## config.mk

```make
export PLATFORM = sky130hd
export DESIGN_NAME = eqreg_top
export DESIGN_NICKNAME = d
export VERILOG_FILES = /design/src/logic/eqreg_pkg.sv /design/src/logic/eqreg_top.sv
export SDC_FILE = /design/constraint.sdc
export NUM_CORES = 1
export LEC_CHECK = 0
export BUFFER_PORTS_ARGS = -buffer_cell sky130_fd_sc_hd__buf_2
export CAP_MARGIN = 40
export CORE_MARGIN = 1
export CORE_UTILIZATION = 50
export DETAILED_ROUTE_END_ITERATION = 16
export PLACE_DENSITY = 0.75
export SYNTH_ARGS = -nofsm -noshare
export SYNTH_HDL_FRONTEND = slang
export SYNTH_SLANG_ARGS = --single-unit
```

## constraint.sdc

```tcl
create_clock -name aclk -period 1.8 [get_ports aclk]
set_input_delay 0 -clock aclk [delete_from_list [all_inputs] [get_ports aclk]]
set_output_delay 0 -clock aclk [all_outputs]
set_load 0.02 [all_outputs]
```

## src/logic/eqreg_pkg.sv

```systemverilog
// Package of the equalizer output and signal-detect register bank.
// Assumes one 40 MHz clock and a 32-bit AXI4-Lite register bus.
package eqreg_pkg;

  // Clock and filter step timing.
  localparam int CLK_PERIOD_NS    = 25;
  localparam int ASSERT_STEP_NS   = 25900;
  localparam int ASSERT_STEP_CYC  = ASSERT_STEP_NS / CLK_PERIOD_NS;
  localparam int RELEASE_STEP_NS  = 6600000;
  localparam int RELEASE_STEP_CYC = RELEASE_STEP_NS / CLK_PERIOD_NS;
  localparam int PRE_W            = 20;

  // Register indices; the byte address is four times the index.
  localparam int          IDX_W          = 6;
  localparam logic [5:0]  IDX_DRIVE      = 6'h04;
  localparam logic [5:0]  IDX_GATE       = 6'h05;
  localparam logic [5:0]  IDX_STATUS     = 6'h06;
  localparam logic [5:0]  IDX_FLT_DELAYS = 6'h07;
  localparam logic [5:0]  IDX_FLT_CTRL   = 6'h08;
  localparam logic [5:0]  IDX_IRQ_STATUS = 6'h10;
  localparam logic [5:0]  IDX_IRQ_MASK   = 6'h11;

  // Field positions and widths.
  localparam int AMP_W           = 4;
  localparam int LVL_W           = 3;
  localparam int HOLD_W          = 8;
  localparam int REACH_W         = 8;
  localparam int RATE_W          = 3;
  localparam int DRV_SWING_LSB   = 11;
  localparam int DRV_OVR_BIT     = 10;
  localparam int DRV_DLY_BIT     = 9;
  localparam int DRV_LVL_LSB     = 6;
  localparam int DRV_EMPH_BIT    = 1;
  localparam int GATE_PD_BIT     = 2;
  localparam int GATE_AUTO_BIT   = 1;
  localparam int GATE_MUTE_BIT   = 0;
  localparam int ST_REACH_LSB    = 8;
  localparam int ST_RATE_LSB     = 1;
  localparam int ST_PRESENT_BIT  = 0;
  localparam int FLT_ASSERT_LSB  = 8;
  localparam int FLT_RELEASE_LSB = 0;
  localparam int FCTL_BYPASS_BIT = 0;
  localparam int IRQ_W           = 3;
  localparam int IRQ_ABSENT_BIT  = 0;
  localparam int IRQ_PRESENT_BIT = 1;
  localparam int IRQ_RATE_BIT    = 2;

  // Reset values.
  localparam logic [15:0]       DRIVE_RST     = 16'h5800;
  localparam logic [15:0]       GATE_RST      = 16'h0000;
  localparam logic [15:0]       FLT_DLY_RST   = 16'h0201;
  localparam logic [15:0]       FLT_CTRL_RST  = 16'h0000;
  localparam logic [AMP_W-1:0]  AMP_DEFAULT   = 4'hB;
  localparam logic [RATE_W-1:0] RATE_RST      = 3'h1;

  localparam logic [1:0] RESP_OKAY   = 2'h0;
  localparam logic [1:0] RESP_SLVERR = 2'h2;

  typedef struct packed {
    logic [AMP_W-1:0] amp_code;
    logic             emph_on;
    logic             emph_tap_delay;
    logic [LVL_W-1:0] emph_strength;
    logic             power_down;
    logic             mute;
  } eqreg_drive_s;

endpackage : eqreg_pkg

```

## src/logic/eqreg_top.sv

```systemverilog
// Output drive, output gating and signal-absent filter registers of a cable equalizer.
// Assumes an AXI4-Lite master on aclk and analog-side inputs that are asynchronous to aclk.
//
// Function
// - A 4-bit amplitude code in bits 14:11 of output_drive_config, reset B, is applied only while override is set.
// - Override bit 10 selects the programmed code when 1 and code B when 0.
// - Bit 9 picks a 100 ps (0) or 200 ps (1) de-emphasis delay, effective only while de-emphasis is on.
// - Bits 8:6 hold a de-emphasis strength, reset 0, effective only while de-emphasis is on.
// - Bit 1 of output_drive_config turns de-emphasis off at 0 and on at 1, reset 0.
// - Bit 2 of output_gate_config powers down the output buffer, reset 0.
// - With bit 1 of output_gate_config set, the output mutes while the signal-absent flag is set.
// - Mute bit 0 holds the two output halves at opposite static levels.
// - Bits 15:8 of link_status report the cable reach estimate in 2.5 m steps.
// - Bits 3:1 of link_status report the detected rate class, reset 001.
// - Bit 0 of link_status reads 1 while a qualified signal is present, reset 0.
// - Assertion of the signal-absent flag waits bits 15:8 of absence_filter_delays in 25.9 us steps.
// - Release of the signal-absent flag waits bits 7:0 in 6.6 ms steps, zero meaning no wait.
// - Bit 0 of absence_filter_control bypasses the filter so raw detection is used directly.
//
// The AXI4-Lite register port was decided locally.
`timescale 1ns/1ps

module eqreg_top #(
  parameter int ADDR_W           = 8,
  parameter int RELEASE_STEP_CYC = eqreg_pkg::RELEASE_STEP_CYC
) (
  input  wire logic                                  aclk,
  input  wire logic                                  aresetn,
  input  wire logic [ADDR_W-1:0]                     awaddr,
  input  wire logic [2:0]                            awprot,
  input  wire logic                                  awvalid,
  output logic                                       awready,
  input  wire logic [31:0]                           wdata,
  input  wire logic [3:0]                            wstrb,
  input  wire logic                                  wvalid,
  output logic                                       wready,
  output logic [1:0]                                 bresp,
  output logic                                       bvalid,
  input  wire logic                                  bready,
  input  wire logic [ADDR_W-1:0]                     araddr,
  input  wire logic [2:0]                            arprot,
  input  wire logic                                  arvalid,
  output logic                                       arready,
  output logic [31:0]                                rdata,
  output logic [1:0]                                 rresp,
  output logic                                       rvalid,
  input  wire logic                                  rready,
  input  wire logic                                  absent_raw_in,
  input  wire logic [eqreg_pkg::REACH_W-1:0]         reach_in,
  input  wire logic [eqreg_pkg::RATE_W-1:0]          rate_in,
  output eqreg_pkg::eqreg_drive_s                    drive_o,
  output logic                                       signal_absent_flag,
  output logic                                       irq
);
  import eqreg_pkg::*;

  localparam int SYNC_W = 1 + REACH_W + RATE_W;

  logic [15:0]             drive_reg;
  logic [15:0]             gate_reg;
  logic [15:0]             flt_dly_reg;
  logic [15:0]             flt_ctrl_reg;
  logic [IRQ_W-1:0]        irq_status_reg;
  logic [IRQ_W-1:0]        irq_status_next;
  logic [IRQ_W-1:0]        irq_mask_reg;
  logic [SYNC_W-1:0]       sync1_reg;
  logic [SYNC_W-1:0]       sync2_reg;
  logic                    raw_absent;
  logic [REACH_W-1:0]      reach_reg;
  logic [RATE_W-1:0]       rate_reg;
  logic                    present_reg;
  logic [PRE_W-1:0]        pre_cnt_reg;
  logic [HOLD_W-1:0]       step_cnt_reg;
  logic [HOLD_W-1:0]       hold_sel;
  logic [PRE_W-1:0]        step_len;
  logic                    bypass;
  logic                    aw_held_reg;
  logic [IDX_W-1:0]        aw_idx_reg;
  logic                    w_held_reg;
  logic [15:0]             wdata_reg;
  logic [1:0]              wstrb_reg;
  logic                    wr_fire;
  logic                    rd_fire;
  logic                    rd_clr;
  logic [IDX_W-1:0]        ar_idx;
  logic [15:0]             rd_word;
  logic                    rd_err;
  logic                    wr_err;
  logic [IRQ_W-1:0]        events;

  function automatic logic [15:0] merge16(input logic [15:0] old,
                                          input logic [15:0] data,
                                          input logic [1:0]  strb);
    merge16 = {strb[1] ? data[15:8] : old[15:8], strb[0] ? data[7:0] : old[7:0]};
  endfunction : merge16

  // Analog-side inputs pass two flops; the multi-bit status fields are slow-moving
  // indications, so a one-sample skew between their bits is tolerated.
  always_ff @(posedge aclk) begin
    if (!aresetn) begin
      // Reset to the idle levels so no false rate change or presence follows reset.
      sync1_reg <= {1'b1, {REACH_W{1'b0}}, RATE_RST};
      sync2_reg <= {1'b1, {REACH_W{1'b0}}, RATE_RST};
    end else begin
      sync1_reg <= {absent_raw_in, reach_in, rate_in};
      sync2_reg <= sync1_reg;
    end
  end

  assign raw_absent = sync2_reg[SYNC_W-1];

  always_ff @(posedge aclk) begin
    if (!aresetn) begin
      reach_reg <= '0;
      rate_reg  <= RATE_RST;
    end else begin
      reach_reg <= sync2_reg[RATE_W +: REACH_W];
      rate_reg  <= sync2_reg[RATE_W-1:0];
    end
  end

  // Write channel: address and data are taken in either order, then one response.
  assign wr_fire = aw_held_reg && w_held_reg && !bvalid;

  always_ff @(posedge aclk) begin
    if (!aresetn) begin
      awready     <= 1'b0;
      aw_held_reg <= 1'b0;
      aw_idx_reg  <= '0;
    end else begin
      awready <= awvalid && !awready && !aw_held_reg && !bvalid;
      if (awvalid && awready) begin
        aw_held_reg <= 1'b1;
        aw_idx_reg  <= awaddr[IDX_W+1:2];
      end else if (wr_fire) begin
        aw_held_reg <= 1'b0;
      end
    end
  end

  always_ff @(posedge aclk) begin
    if (!aresetn) begin
      wready     <= 1'b0;
      w_held_reg <= 1'b0;
      wdata_reg  <= '0;
      wstrb_reg  <= '0;
    end else begin
      wready <= wvalid && !wready && !w_held_reg && !bvalid;
      if (wvalid && wready) begin
        w_held_reg <= 1'b1;
        wdata_reg  <= wdata[15:0];
        wstrb_reg  <= wstrb[1:0];
      end else if (wr_fire) begin
        w_held_reg <= 1'b0;
      end
    end
  end

  always_comb begin
    case (aw_idx_reg)
      IDX_DRIVE, IDX_GATE, IDX_STATUS, IDX_FLT_DELAYS,
      IDX_FLT_CTRL, IDX_IRQ_STATUS, IDX_IRQ_MASK: wr_err = 1'b0;
      default:                                     wr_err = 1'b1;
    endcase
  end

  always_ff @(posedge aclk) begin
    if (!aresetn) begin
      bvalid <= 1'b0;
      bresp  <= RESP_OKAY;
    end else if (wr_fire) begin
      bvalid <= 1'b1;
      bresp  <= wr_err ? RESP_SLVERR : RESP_OKAY;
    end else if (bready) begin
      bvalid <= 1'b0;
    end
  end

  // Reserved bits are stored as written, except above bit 2 of the interrupt mask, so software that keeps them zero reads zero back.
  always_ff @(posedge aclk) begin
    if (!aresetn) begin
      drive_reg    <= DRIVE_RST;
      gate_reg     <= GATE_RST;
      flt_dly_reg  <= FLT_DLY_RST;
      flt_ctrl_reg <= FLT_CTRL_RST;
      irq_mask_reg <= '0;
    end else if (wr_fire) begin
      case (aw_idx_reg)
        IDX_DRIVE:      drive_reg    <= merge16(drive_reg, wdata_reg, wstrb_reg);
        IDX_GATE:       gate_reg     <= merge16(gate_reg, wdata_reg, wstrb_reg);
        IDX_FLT_DELAYS: flt_dly_reg  <= merge16(flt_dly_reg, wdata_reg, wstrb_reg);
        IDX_FLT_CTRL:   flt_ctrl_reg <= merge16(flt_ctrl_reg, wdata_reg, wstrb_reg);
        IDX_IRQ_MASK: begin
          if (wstrb_reg[0]) begin
            irq_mask_reg <= wdata_reg[IRQ_W-1:0];
          end
        end
        default: begin
        end
      endcase
    end
  end

  // Read channel.
  assign ar_idx  = araddr[IDX_W+1:2];
  assign rd_fire = arvalid && arready;
  assign rd_clr  = rd_fire && (ar_idx == IDX_IRQ_STATUS);

  always_comb begin
    rd_word = '0;
    rd_err  = 1'b0;
    case (ar_idx)
      IDX_DRIVE:      rd_word = drive_reg;
      IDX_GATE:       rd_word = gate_reg;
      IDX_STATUS: begin
        rd_word[ST_REACH_LSB +: REACH_W] = reach_reg;
        rd_word[ST_RATE_LSB +: RATE_W]   = rate_reg;
        rd_word[ST_PRESENT_BIT]          = present_reg;
      end
      IDX_FLT_DELAYS: rd_word = flt_dly_reg;
      IDX_FLT_CTRL:   rd_word = flt_ctrl_reg;
      IDX_IRQ_STATUS: rd_word[IRQ_W-1:0] = irq_status_reg;
      IDX_IRQ_MASK:   rd_word[IRQ_W-1:0] = irq_mask_reg;
      default:        rd_err = 1'b1;
    endcase
  end

  always_ff @(posedge aclk) begin
    if (!aresetn) begin
      arready <= 1'b0;
      rvalid  <= 1'b0;
      rdata   <= '0;
      rresp   <= RESP_OKAY;
    end else begin
      arready <= arvalid && !arready && !rvalid;
      if (rd_fire) begin
        rvalid <= 1'b1;
        rdata  <= {16'h0000, rd_word};
        rresp  <= rd_err ? RESP_SLVERR : RESP_OKAY;
      end else if (rready) begin
        rvalid <= 1'b0;
      end
    end
  end

  // Signal-absent filter: counts the time the raw condition differs from the flag.
  assign bypass   = flt_ctrl_reg[FCTL_BYPASS_BIT];
  assign hold_sel = signal_absent_flag ? flt_dly_reg[FLT_RELEASE_LSB +: HOLD_W]
                                       : flt_dly_reg[FLT_ASSERT_LSB +: HOLD_W];
  assign step_len = signal_absent_flag ? PRE_W'(RELEASE_STEP_CYC) : PRE_W'(ASSERT_STEP_CYC);

  // The flag starts set so the input is treated as absent until qualified.
  always_ff @(posedge aclk) begin
    if (!aresetn) begin
      signal_absent_flag <= 1'b1;
      pre_cnt_reg        <= '0;
      step_cnt_reg       <= '0;
    end else if (bypass) begin
      signal_absent_flag <= raw_absent;
      pre_cnt_reg        <= '0;
      step_cnt_reg       <= '0;
    end else if (raw_absent == signal_absent_flag) begin
      pre_cnt_reg  <= '0;
      step_cnt_reg <= '0;
    end else if (step_cnt_reg == hold_sel) begin
      signal_absent_flag <= raw_absent;
      pre_cnt_reg        <= '0;
      step_cnt_reg       <= '0;
    end else if (pre_cnt_reg == step_len - PRE_W'(1)) begin
      pre_cnt_reg  <= '0;
      step_cnt_reg <= step_cnt_reg + HOLD_W'(1);
    end else begin
      pre_cnt_reg <= pre_cnt_reg + PRE_W'(1);
    end
  end

  always_ff @(posedge aclk) begin
    if (!aresetn) begin
      present_reg <= 1'b0;
    end else begin
      present_reg <= !signal_absent_flag;
    end
  end

  // Output drive controls toward the analog buffer.
  always_ff @(posedge aclk) begin
    if (!aresetn) begin
      drive_o <= '0;
    end else begin
      drive_o.amp_code <= drive_reg[DRV_OVR_BIT] ? drive_reg[DRV_SWING_LSB +: AMP_W]
                                                 : AMP_DEFAULT;
      drive_o.emph_on        <= drive_reg[DRV_EMPH_BIT];
      drive_o.emph_tap_delay <= drive_reg[DRV_EMPH_BIT] && drive_reg[DRV_DLY_BIT];
      drive_o.emph_strength  <= drive_reg[DRV_EMPH_BIT] ? drive_reg[DRV_LVL_LSB +: LVL_W]
                                                        : '0;
      drive_o.power_down     <= gate_reg[GATE_PD_BIT];
      drive_o.mute           <= gate_reg[GATE_MUTE_BIT] ||
                                (gate_reg[GATE_AUTO_BIT] && signal_absent_flag);
    end
  end

  // Interrupts: a set in the same cycle as a clearing read survives.
  assign events[IRQ_ABSENT_BIT]  = !signal_absent_flag && !bypass && (raw_absent != signal_absent_flag)
                                   && (step_cnt_reg == hold_sel) ? 1'b1 :
                                   (bypass && raw_absent && !signal_absent_flag);
  assign events[IRQ_PRESENT_BIT] = signal_absent_flag && !raw_absent &&
                                   (bypass || (step_cnt_reg == hold_sel));
  assign events[IRQ_RATE_BIT]    = rate_reg != sync2_reg[RATE_W-1:0];
  assign irq_status_next         = (rd_clr ? '0 : irq_status_reg) | events;

  always_ff @(posedge aclk) begin
    if (!aresetn) begin
      irq_status_reg <= '0;
      irq            <= 1'b0;
    end else begin
      irq_status_reg <= irq_status_next;
      irq            <= |(irq_status_next & irq_mask_reg);
    end
  end
endmodule : eqreg_top

```

# Word level (Yosys, flattened, before mapping)
# Cells that the tools add are included.
dict set report word_totals {
  elab_cells 143
  ff_bits 198
  output_inout_bits 54
}
dict set report classes {
  n_bitwise 3
  eq_ne 20
  add_sub_neg 3
  muxes 21
  n_reduce_logical 57
}
# operator count
set op_table {}
lappend op_table {{6-bit by 3-bit == test with 1-bit output, second input constant} 8}
lappend op_table {{8-bit case mux with 5 select lines} 1}
lappend op_table {{3-bit AND reduction} 9}
lappend op_table {{6-bit by 5-bit == test with 1-bit output, second input constant} 4}
lappend op_table {{1-bit logical AND} 23}
lappend op_table {{3-bit case mux with 7 select lines} 1}
lappend op_table {{20-bit by 1-bit adder with 20-bit output, second input constant} 1}
lappend op_table {{20-bit == test} 1}
lappend op_table {{19-bit by 1-bit subtractor with 20-bit output, second input constant} 1}
lappend op_table {{19-bit two-way mux} 1}
lappend op_table {{4-bit case mux with 4 select lines} 1}
lappend op_table {{7-bit OR reduction} 2}
lappend op_table {{6-bit by 4-bit == test with 1-bit output, second input constant} 2}
lappend op_table {{1-bit two-way mux} 11}
lappend op_table {{1-bit zero test} 10}
lappend op_table {{2-bit nonzero test} 5}
lappend op_table {{8-bit by 1-bit adder with 8-bit output, second input constant} 1}
lappend op_table {{8-bit == test} 1}
lappend op_table {{8-bit two-way mux} 1}
lappend op_table {{2-bit AND reduction} 3}
lappend op_table {{1-bit case mux with 5 select lines} 1}
lappend op_table {{5-bit OR reduction} 1}
lappend op_table {{2-bit two-way mux} 2}
lappend op_table {{4-bit two-way mux} 1}
lappend op_table {{other kinds (11)} 12}

# Longest topological paths before layout
# Gate-level depths: netlist of the first run.
dict set report logic_depth {
  word_depth 8
  depth_mapped 9
}

# Worst setup path before layout of the first run
# Ideal clock, no wire load.
dict set report synth_path {
  path_kind {reg-to-reg}
  from {reg signal_absent_flag}
  to {reg pre_cnt_reg[14]}
  setup_ps 73
  arrival_ps 1998
  slack_ps -271
  t_required_ps 1727
  stages_incl_launch_ff 10
  cell_sequence {dfxtp_1 > buf_6 > buf_12 > mux2i_1 > xnor2_1 > nor4_4 > a2111o_1 > buf_6 > buf_8 > nor3_2}
}
dict set report synth_between {
  elab_chain_cells 4
}
# item line
set synth_rtl {}
lappend synth_rtl {{from (decl)} eqreg_top.sv:52} ;# output logic signal_absent_flag,
lappend synth_rtl {{from (signal assigned)} eqreg_top.sv:259} ;# signal_absent_flag <= raw_absent;
lappend synth_rtl {{from (signal assigned)} eqreg_top.sv:266} ;# signal_absent_flag <= raw_absent;
lappend synth_rtl {{19-bit two-way mux} eqreg_top.sv:250} ;# assign step_len = signal_absent_flag ? PRE_W'(RELEASE_STEP_CYC) : PRE_W'(ASSERT_STEP_CYC);
lappend synth_rtl {{19-bit by 1-bit subtractor with 20-bit output} eqreg_top.sv:269} ;# end else if (pre_cnt_reg == step_len - PRE_W'(1)) begin
lappend synth_rtl {{20-bit == test} eqreg_top.sv:269}
lappend synth_rtl {{5-bit OR reduction (no source line) *} --}
lappend synth_rtl {{to (signal assigned)} eqreg_top.sv:273} ;# pre_cnt_reg <= pre_cnt_reg + PRE_W'(1);
lappend synth_rtl {{to (decl)} eqreg_top.sv:72} ;# logic [PRE_W-1:0] pre_cnt_reg;
# Every way passes the cells marked *; elsewhere a longest branch is shown, timed or not.
# A chain may end at the register's enable or synchronous reset.

# Final worst setup path of the first run
dict set report layout_path {
  from {reg signal_absent_flag}
  to {reg pre_cnt_reg[6]}
}
# The elaborated chain is that of the path after synthesis.

==> out/results.txt, run 1 <==
min Tclk post-route: 1900 ps
Post-Syn Area: 8070 um^2
hpwl dp: 12200 um
Final period util: 106%
hold path cells: 3
CP arrival: 2260 ps
Slew @ Worst Pin: 642 ps
Yosys warning count: 0
TritonCTS Sinks: 196
Final Instance Area: 10000 um^2
Pwr per Cell Area: 893 nW/um^2
PortBufs: 84
top cell type by total area after synthesis: dfxtp_1
reg-to-reg startpoint: signal_absent_flag
setup ws final: -101 ps
Max VDD drop: 0.681 mV
RePlAce Congestion: 0.799
Crit Path Category: reg -> reg
number of synthesized flops with an enable pin: 0
Peak Freq: 526 MHz
Netlist cell types: 56
Detailed Route Iter0 Violations: 380
routed wire length: 19100 um
most frequent cell after synthesis: dfxtp_1
R2R Path End: pre_cnt_reg[6]
CTS Buf Count: 17
Leakage: 0.00418 uW
Setup Skew: 13.9 ps
failing checks: negative setup slack
Worst-Skew Late Latency: 440 ps
Max Cap Viol: 0
Hold WC Path Type: in -> reg
Critical Path End Type: flop
gr ovfl total: 0
Top FF cell, synth: dfxtp_1
Rows: 46
dominant cells by area after synthesis: dfxtp_1 (49%), mux2i_1 (8.2%), nor2_1 (4.3%), nand2_1 (3.8%), a21oi_1 (3.2%)
Initial Util: 51.0%
via count: 6360
Synth async-reset ratio: 0%
register area share after synthesis: 48.6%
Hold Path End: flt_dly_reg[9]
via-per-instance ratio: 5.25
Hold Path Origin: aresetn
Max Fanout on Critical Path: 28
Pre-antenna DRT Iters: 6
# DRC: 0
share of post-route cells with drive strength above 1: 21.3%
initial antenna violation count: 0
max-slew violation count: 0
status: complete, but fails checks
H-tree levels: 4
Yosys top cell area share: 48.6%
R2R setup slack: -100 ps
Area Overhead vs Synth: 24.3%
Synth Instances: 840
Cell Area, Placed: 8850 um^2
Die Y: 129 um
largest net degree at the start of global routing: 65
Max transition margin: 57.1%
Worst Reg-to-Reg Cells: 7
# nets final: 1062
ANT cells: 0
worst slack, placed: -44.4 ps
Worst Setup Start Kind: flop
RSZ-0062 raised after global routing: true
final setup TNS: -1190 ps
die area: 16700 um^2
Total GRT Usage: 24.2%
Core ar.: 15800 um^2
Max Root-Sink Buffers: 2
first-pass GRT wire length: 31200 um
TritonCTS clock tree: yes
#FFs+latches synth: 196
setup violators final: 28
Die X: 129 um
max reg flops: 20
required time worst endpoint: 2160 ps
drt wl/cell: 15.8 um
final hold viol count: 0
Mean Syn Cell Area: 9.61 um^2
I/O Pins: 131
Synth top cells by count: dfxtp_1 (196), nor2_1 (92), nand2_1 (82)
number of global-route vias before repair: 6046
Clock Tree Root: clkbuf_16
clock slew seen by the registers of the worst setup and hold paths: 80 ps
ANT nets after route: 0
critical path, cell delays in order (launching register included):
cell and delay [ps]:
dfxtp_4 410, buf_6 140, mux2i_2 240, xnor2_1 170
nor4_2 90, a2111o_1 410, buf_12 190, nor3_2 170
cells in the final DEF (no fill, tap or decap), types with 6 or more instances in the layout:
cell type,synthesis,routed
dfxtp_1,196,195
nor2_1,92,92
buf_2,9,84
nand2_1,82,82
mux2i_1,66,62
a21oi_1,52,51
dlygate4sd3_1,0,47
and2_1,39,39
buf_4,18,33
nand3_1,28,28
xnor2_1,26,26
nor3_1,22,20
conb_1,1,18
nor3_2,16,17
clkbuf_16,0,17
inv_1,14,14
and3_1,11,11
xor2_1,10,10
mux4_2,10,10
a221oi_1,9,9
nand2b_1,8,8
nor4_1,8,7
nand4_1,7,7
a22o_1,7,7
mux2_2,6,6
o21ai_0,6,6
buf_12,1,6
metrics by stage:
step	hold slack, ps	total power (uW)	instances	utilization (%)
detailed placement	184	4970	1131	55.9
global placement	182	4970	1131	55.9
global route	124	9250	1211	63.4
floorplan	101	4840	857	-
finish	93.8	8960	1211	63.4
CTS	73.0	9000	1210	63.0
cell type report:
cell class	instances	area [um^2]
Tap cell	216	270
Clock buffer	17	425
Inverter	15	57.6
Timing Repair Buffer	173	1290
Multi-Input combinational cell	579	3840
Clock inverter	15	218
Sequential cell	196	3930
Fill cell	1269	5800
per-layer routing:
metal,share of wire [%],vias to the layer above,global-route usage (%),routed length [um]
li1,-,3147,-,-
met1,46,2961,32.0,8730
met2,47,216,39.2,8920
met3,5.3,36,4.58,1020
met4,2.2,0,9.41,419
met5,0,-,0,0
report_power, final:
part	total (uW)	switching, uW	internal, uW
clock network	4000	1940	2060
registers	4460	54.1	4400
logic	498	276	221
total	8960	2270	6690
kinds of logic after synthesis:
family,after synthesis,synth area share (%)
and+or+nand+nor,339,21.7
buffers and inverters,82,5.41
adders and majority gates,3,0.465
AOI/OAI and AO/OA,101,8.09
muxes,82,11.8
DFF,196,48.6
other,1,0.0465
xor gates and xnor gates,36,3.91
timing repair:
item	in CTS	in global routing
pin swaps	0	2
setup buffers	0	1
setup endpoints to repair	8	34
gates resized for setup	1	15
cloned	0	0
hold endpoints to repair	41	0
hold buffers	47	0
worst max path at each step:
| stage | slack [ps] | endpoint | start |
|---|---|---|---|
| after floorplan | -150 | pre_cnt_reg[14] | signal_absent_flag |
| after global placement | 8 | pre_cnt_reg[1] | signal_absent_flag |
| after detailed placement | -40 | pre_cnt_reg[11] | signal_absent_flag |
| after CTS | -50 | pre_cnt_reg[9] | signal_absent_flag |
| after global routing | -200 | step_cnt_reg[6] | signal_absent_flag |
| final | -100 | pre_cnt_reg[6] | signal_absent_flag |
No activity file was read; power rests on OpenSTA's default activity.
==> run 2: changes to the inputs <==
--- a/config.mk
+++ b/config.mk
@@ -12,2 +12,3 @@
 export DETAILED_ROUTE_END_ITERATION = 16
+export GPL_TIMING_DRIVEN = 0
 export PLACE_DENSITY = 0.75
--- a/constraint.sdc
+++ b/constraint.sdc
@@ -3,2 +3,2 @@
 set_output_delay 0 -clock aclk [all_outputs]
-set_load 0.02 [all_outputs]
+set_load 0.01 [all_outputs]
==> run 2 against run 1 <==
The flow finishes with violations (design-rule violations, negative setup slack). First-iteration DRC count up 30%. Via count is 7.5% higher. Count of clock-buffer cells in the layout unchanged. Register-to-register slack worse by 120 ps. Clock skew up 0.96 ps. Final cell count up 3.5%. Non-clock buffer count grew 42. Highest routed layer unchanged.
==> out/results.txt, run 2 (synthesized netlist as in run 1, its figures left out) <==
share of post-route cells with drive strength above 1: 23.3% (+2.0 points)
Detailed Route Iter0 Violations: 495 (+30%)
Max Fanout on Critical Path: 6 (-79%)
number of global-route vias before repair: 6445 (+6.6%)
ANT cells: 0 (unchanged)
Setup Skew: 14.9 ps (+0.964 ps)
max-slew violation count: 0 (unchanged)
Area Overhead vs Synth: 28.8%
initial antenna violation count: 0 (unchanged)
hold_ws: 1.04 ps (-92.8 ps)
clock slew seen by the registers of the worst setup and hold paths: 80 ps (about the same)
largest net degree at the start of global routing: 22 (-66%)
worst slack, placed: -329 ps (-285 ps)
met1 Resource Use GR: 32.2% (+0.13 points)
routed wire length: 22100 um (+16%)
failing checks: design-rule violations, negative setup slack
gr ovfl total: 0 (unchanged)
die area: 16700 um^2 (unchanged)
most common cell after layout, fill and taps aside: dfxtp_1
PortBufs: 82 (-2.4%)
# nets final: 1104 (+4.0%)
Hold WC Path Type: in -> reg
Crit Path Category: reg -> reg
required time worst endpoint: 2160 ps (about the same)
Die X: 129 um (unchanged)
Final period util: 112% (+6.8 points)
Die Y: 129 um (unchanged)
Total GRT Usage: 26.9% (+2.7 points)
via-per-instance ratio: 5.45 (+3.9%)
CP arrival: 2390 ps (+130 ps)
TritonCTS Sinks: 196 (unchanged)
Worst Setup Start Kind: flop
first-pass GRT wire length: 33600 um (+7.7%)
Peak Freq: 494 MHz (-6.1%)
Clock Tree Root: clkbuf_16
Leakage: 0.00433 uW (+3.6%)
GRT busiest layer: met2
Core ar.: 15800 um^2 (unchanged)
utilization after layout: 65.7% (+2.3 points)
Max Cap Viol: 0 (unchanged)
H-tree levels: 4 (unchanged)
Cell Area, Placed: 8840 um^2 (about the same)
hpwl dp: 14100 um (+15%)
CTS Buf Count: 17 (unchanged)
Max VDD drop: 0.723 mV (+6.1%)
# DRC: 1 (+1)
Rows: 46 (unchanged)
Slew @ Worst Pin: 706 ps (+63.4 ps)
max reg flops: 20 (unchanged)
RSZ-0062 raised after global routing: true
TritonCTS clock tree: yes
setup ws final: -223 ps (-123 ps)
ANT nets after route: 0 (unchanged)
commonest cells after routing, fill and taps aside: dfxtp_1 (191), nor2_1 (90), buf_2 (88)
RePlAce Congestion: 0.874 (+9.4%)
Worst-Skew Late Latency: 450 ps (about the same)
met3 usage: 5.70% (+1.1 points)
Pwr per Cell Area: 860 nW/um^2 (-3.7%)
setup violators final: 29 (+3.6%)
Pre-antenna DRT Iters: 11 (+5)
via count: 6834 (+7.5%)
final hold viol count: 0 (unchanged)
status: complete, but fails checks
min Tclk post-route: 2020 ps (+123 ps)
Critical Path End Type: flop
I/O Pins: 131 (unchanged)
Max transition margin: 52.5% (-4.6 points)
drt wl/cell: 17.6 um (+12%)
Initial Util: 51.0% (unchanged)
met2 Track Usage GR: 47.1% (+7.9 points)
Max Root-Sink Buffers: 2 (unchanged)
Final Instance Area: 10400 um^2 (+3.6%)
## run 2: path summary, 6_finish.rpt
path | from | end | slack (ps) | cells past startpoint
worst max-delay path | signal_absent_flag | pre_cnt_reg[17] | -220 | 9
worst min register to register | sync1_reg[0] | sync2_reg[0] | 410 | 1
worst min-delay path | aresetn | wready | 1 | 3
worst max register to register | signal_absent_flag | pre_cnt_reg[17] | -220 | 9
## run 2: critical path, cell delays in order (launching register included)
cell	delay, ps
dfxtp_4	360
buf_8	130
buf_12	130
mux2i_4	260
xnor2_2	140
nor4_2	60
a2111o_1	460
buf_6	170
buf_12	140
nor3_2	110
## run 2: metrics by stage
stage / instances / total power [uW] / TNS (ps)
floorplan: 857 / 4810 / -2750
global placement: 1155 / 4980 / -18590
detailed placement: 1157 / 4990 / -18210
CTS: 1246 / 8940 / -4920
global route: 1253 / 9190 / -7330
finish: 1253 / 8950 / -5010
## run 2: final cells by class
class	instances	area, um^2
Sequential cell	196	3940
Clock inverter	15	201
Clock buffer	17	425
Fill cell	1200	5430
Buffer	65	414
Inverter	15	56.3
Multi-Input combinational cell	579	4020
Timing Repair Buffer	150	1080
Tap cell	216	270
## run 2: report_power, final
part	internal (uW)	switching (uW)
sequential	4400	55.8
combinational	244	291
clock	2030	1920
total	6670	2270
## run 2: layer usage
layer | share of wire, % | routed length [um]
met5 | 0 | 0
met4 | 3.0 | 666
met3 | 5.6 | 1230
met2 | 50 | 11100
met1 | 41 | 9050
## run 2: timing repair
item | 4_1_cts | 5_1_grt
endpoints found under the setup margin | 83 | 83
hold buffers | 47 | 0
gates resized for setup | 41 | 26
gates cloned | 2 | 0
setup buffers | 10 | 8
pin swaps | 15 | 6
hold endpoints to repair | 41 | 0
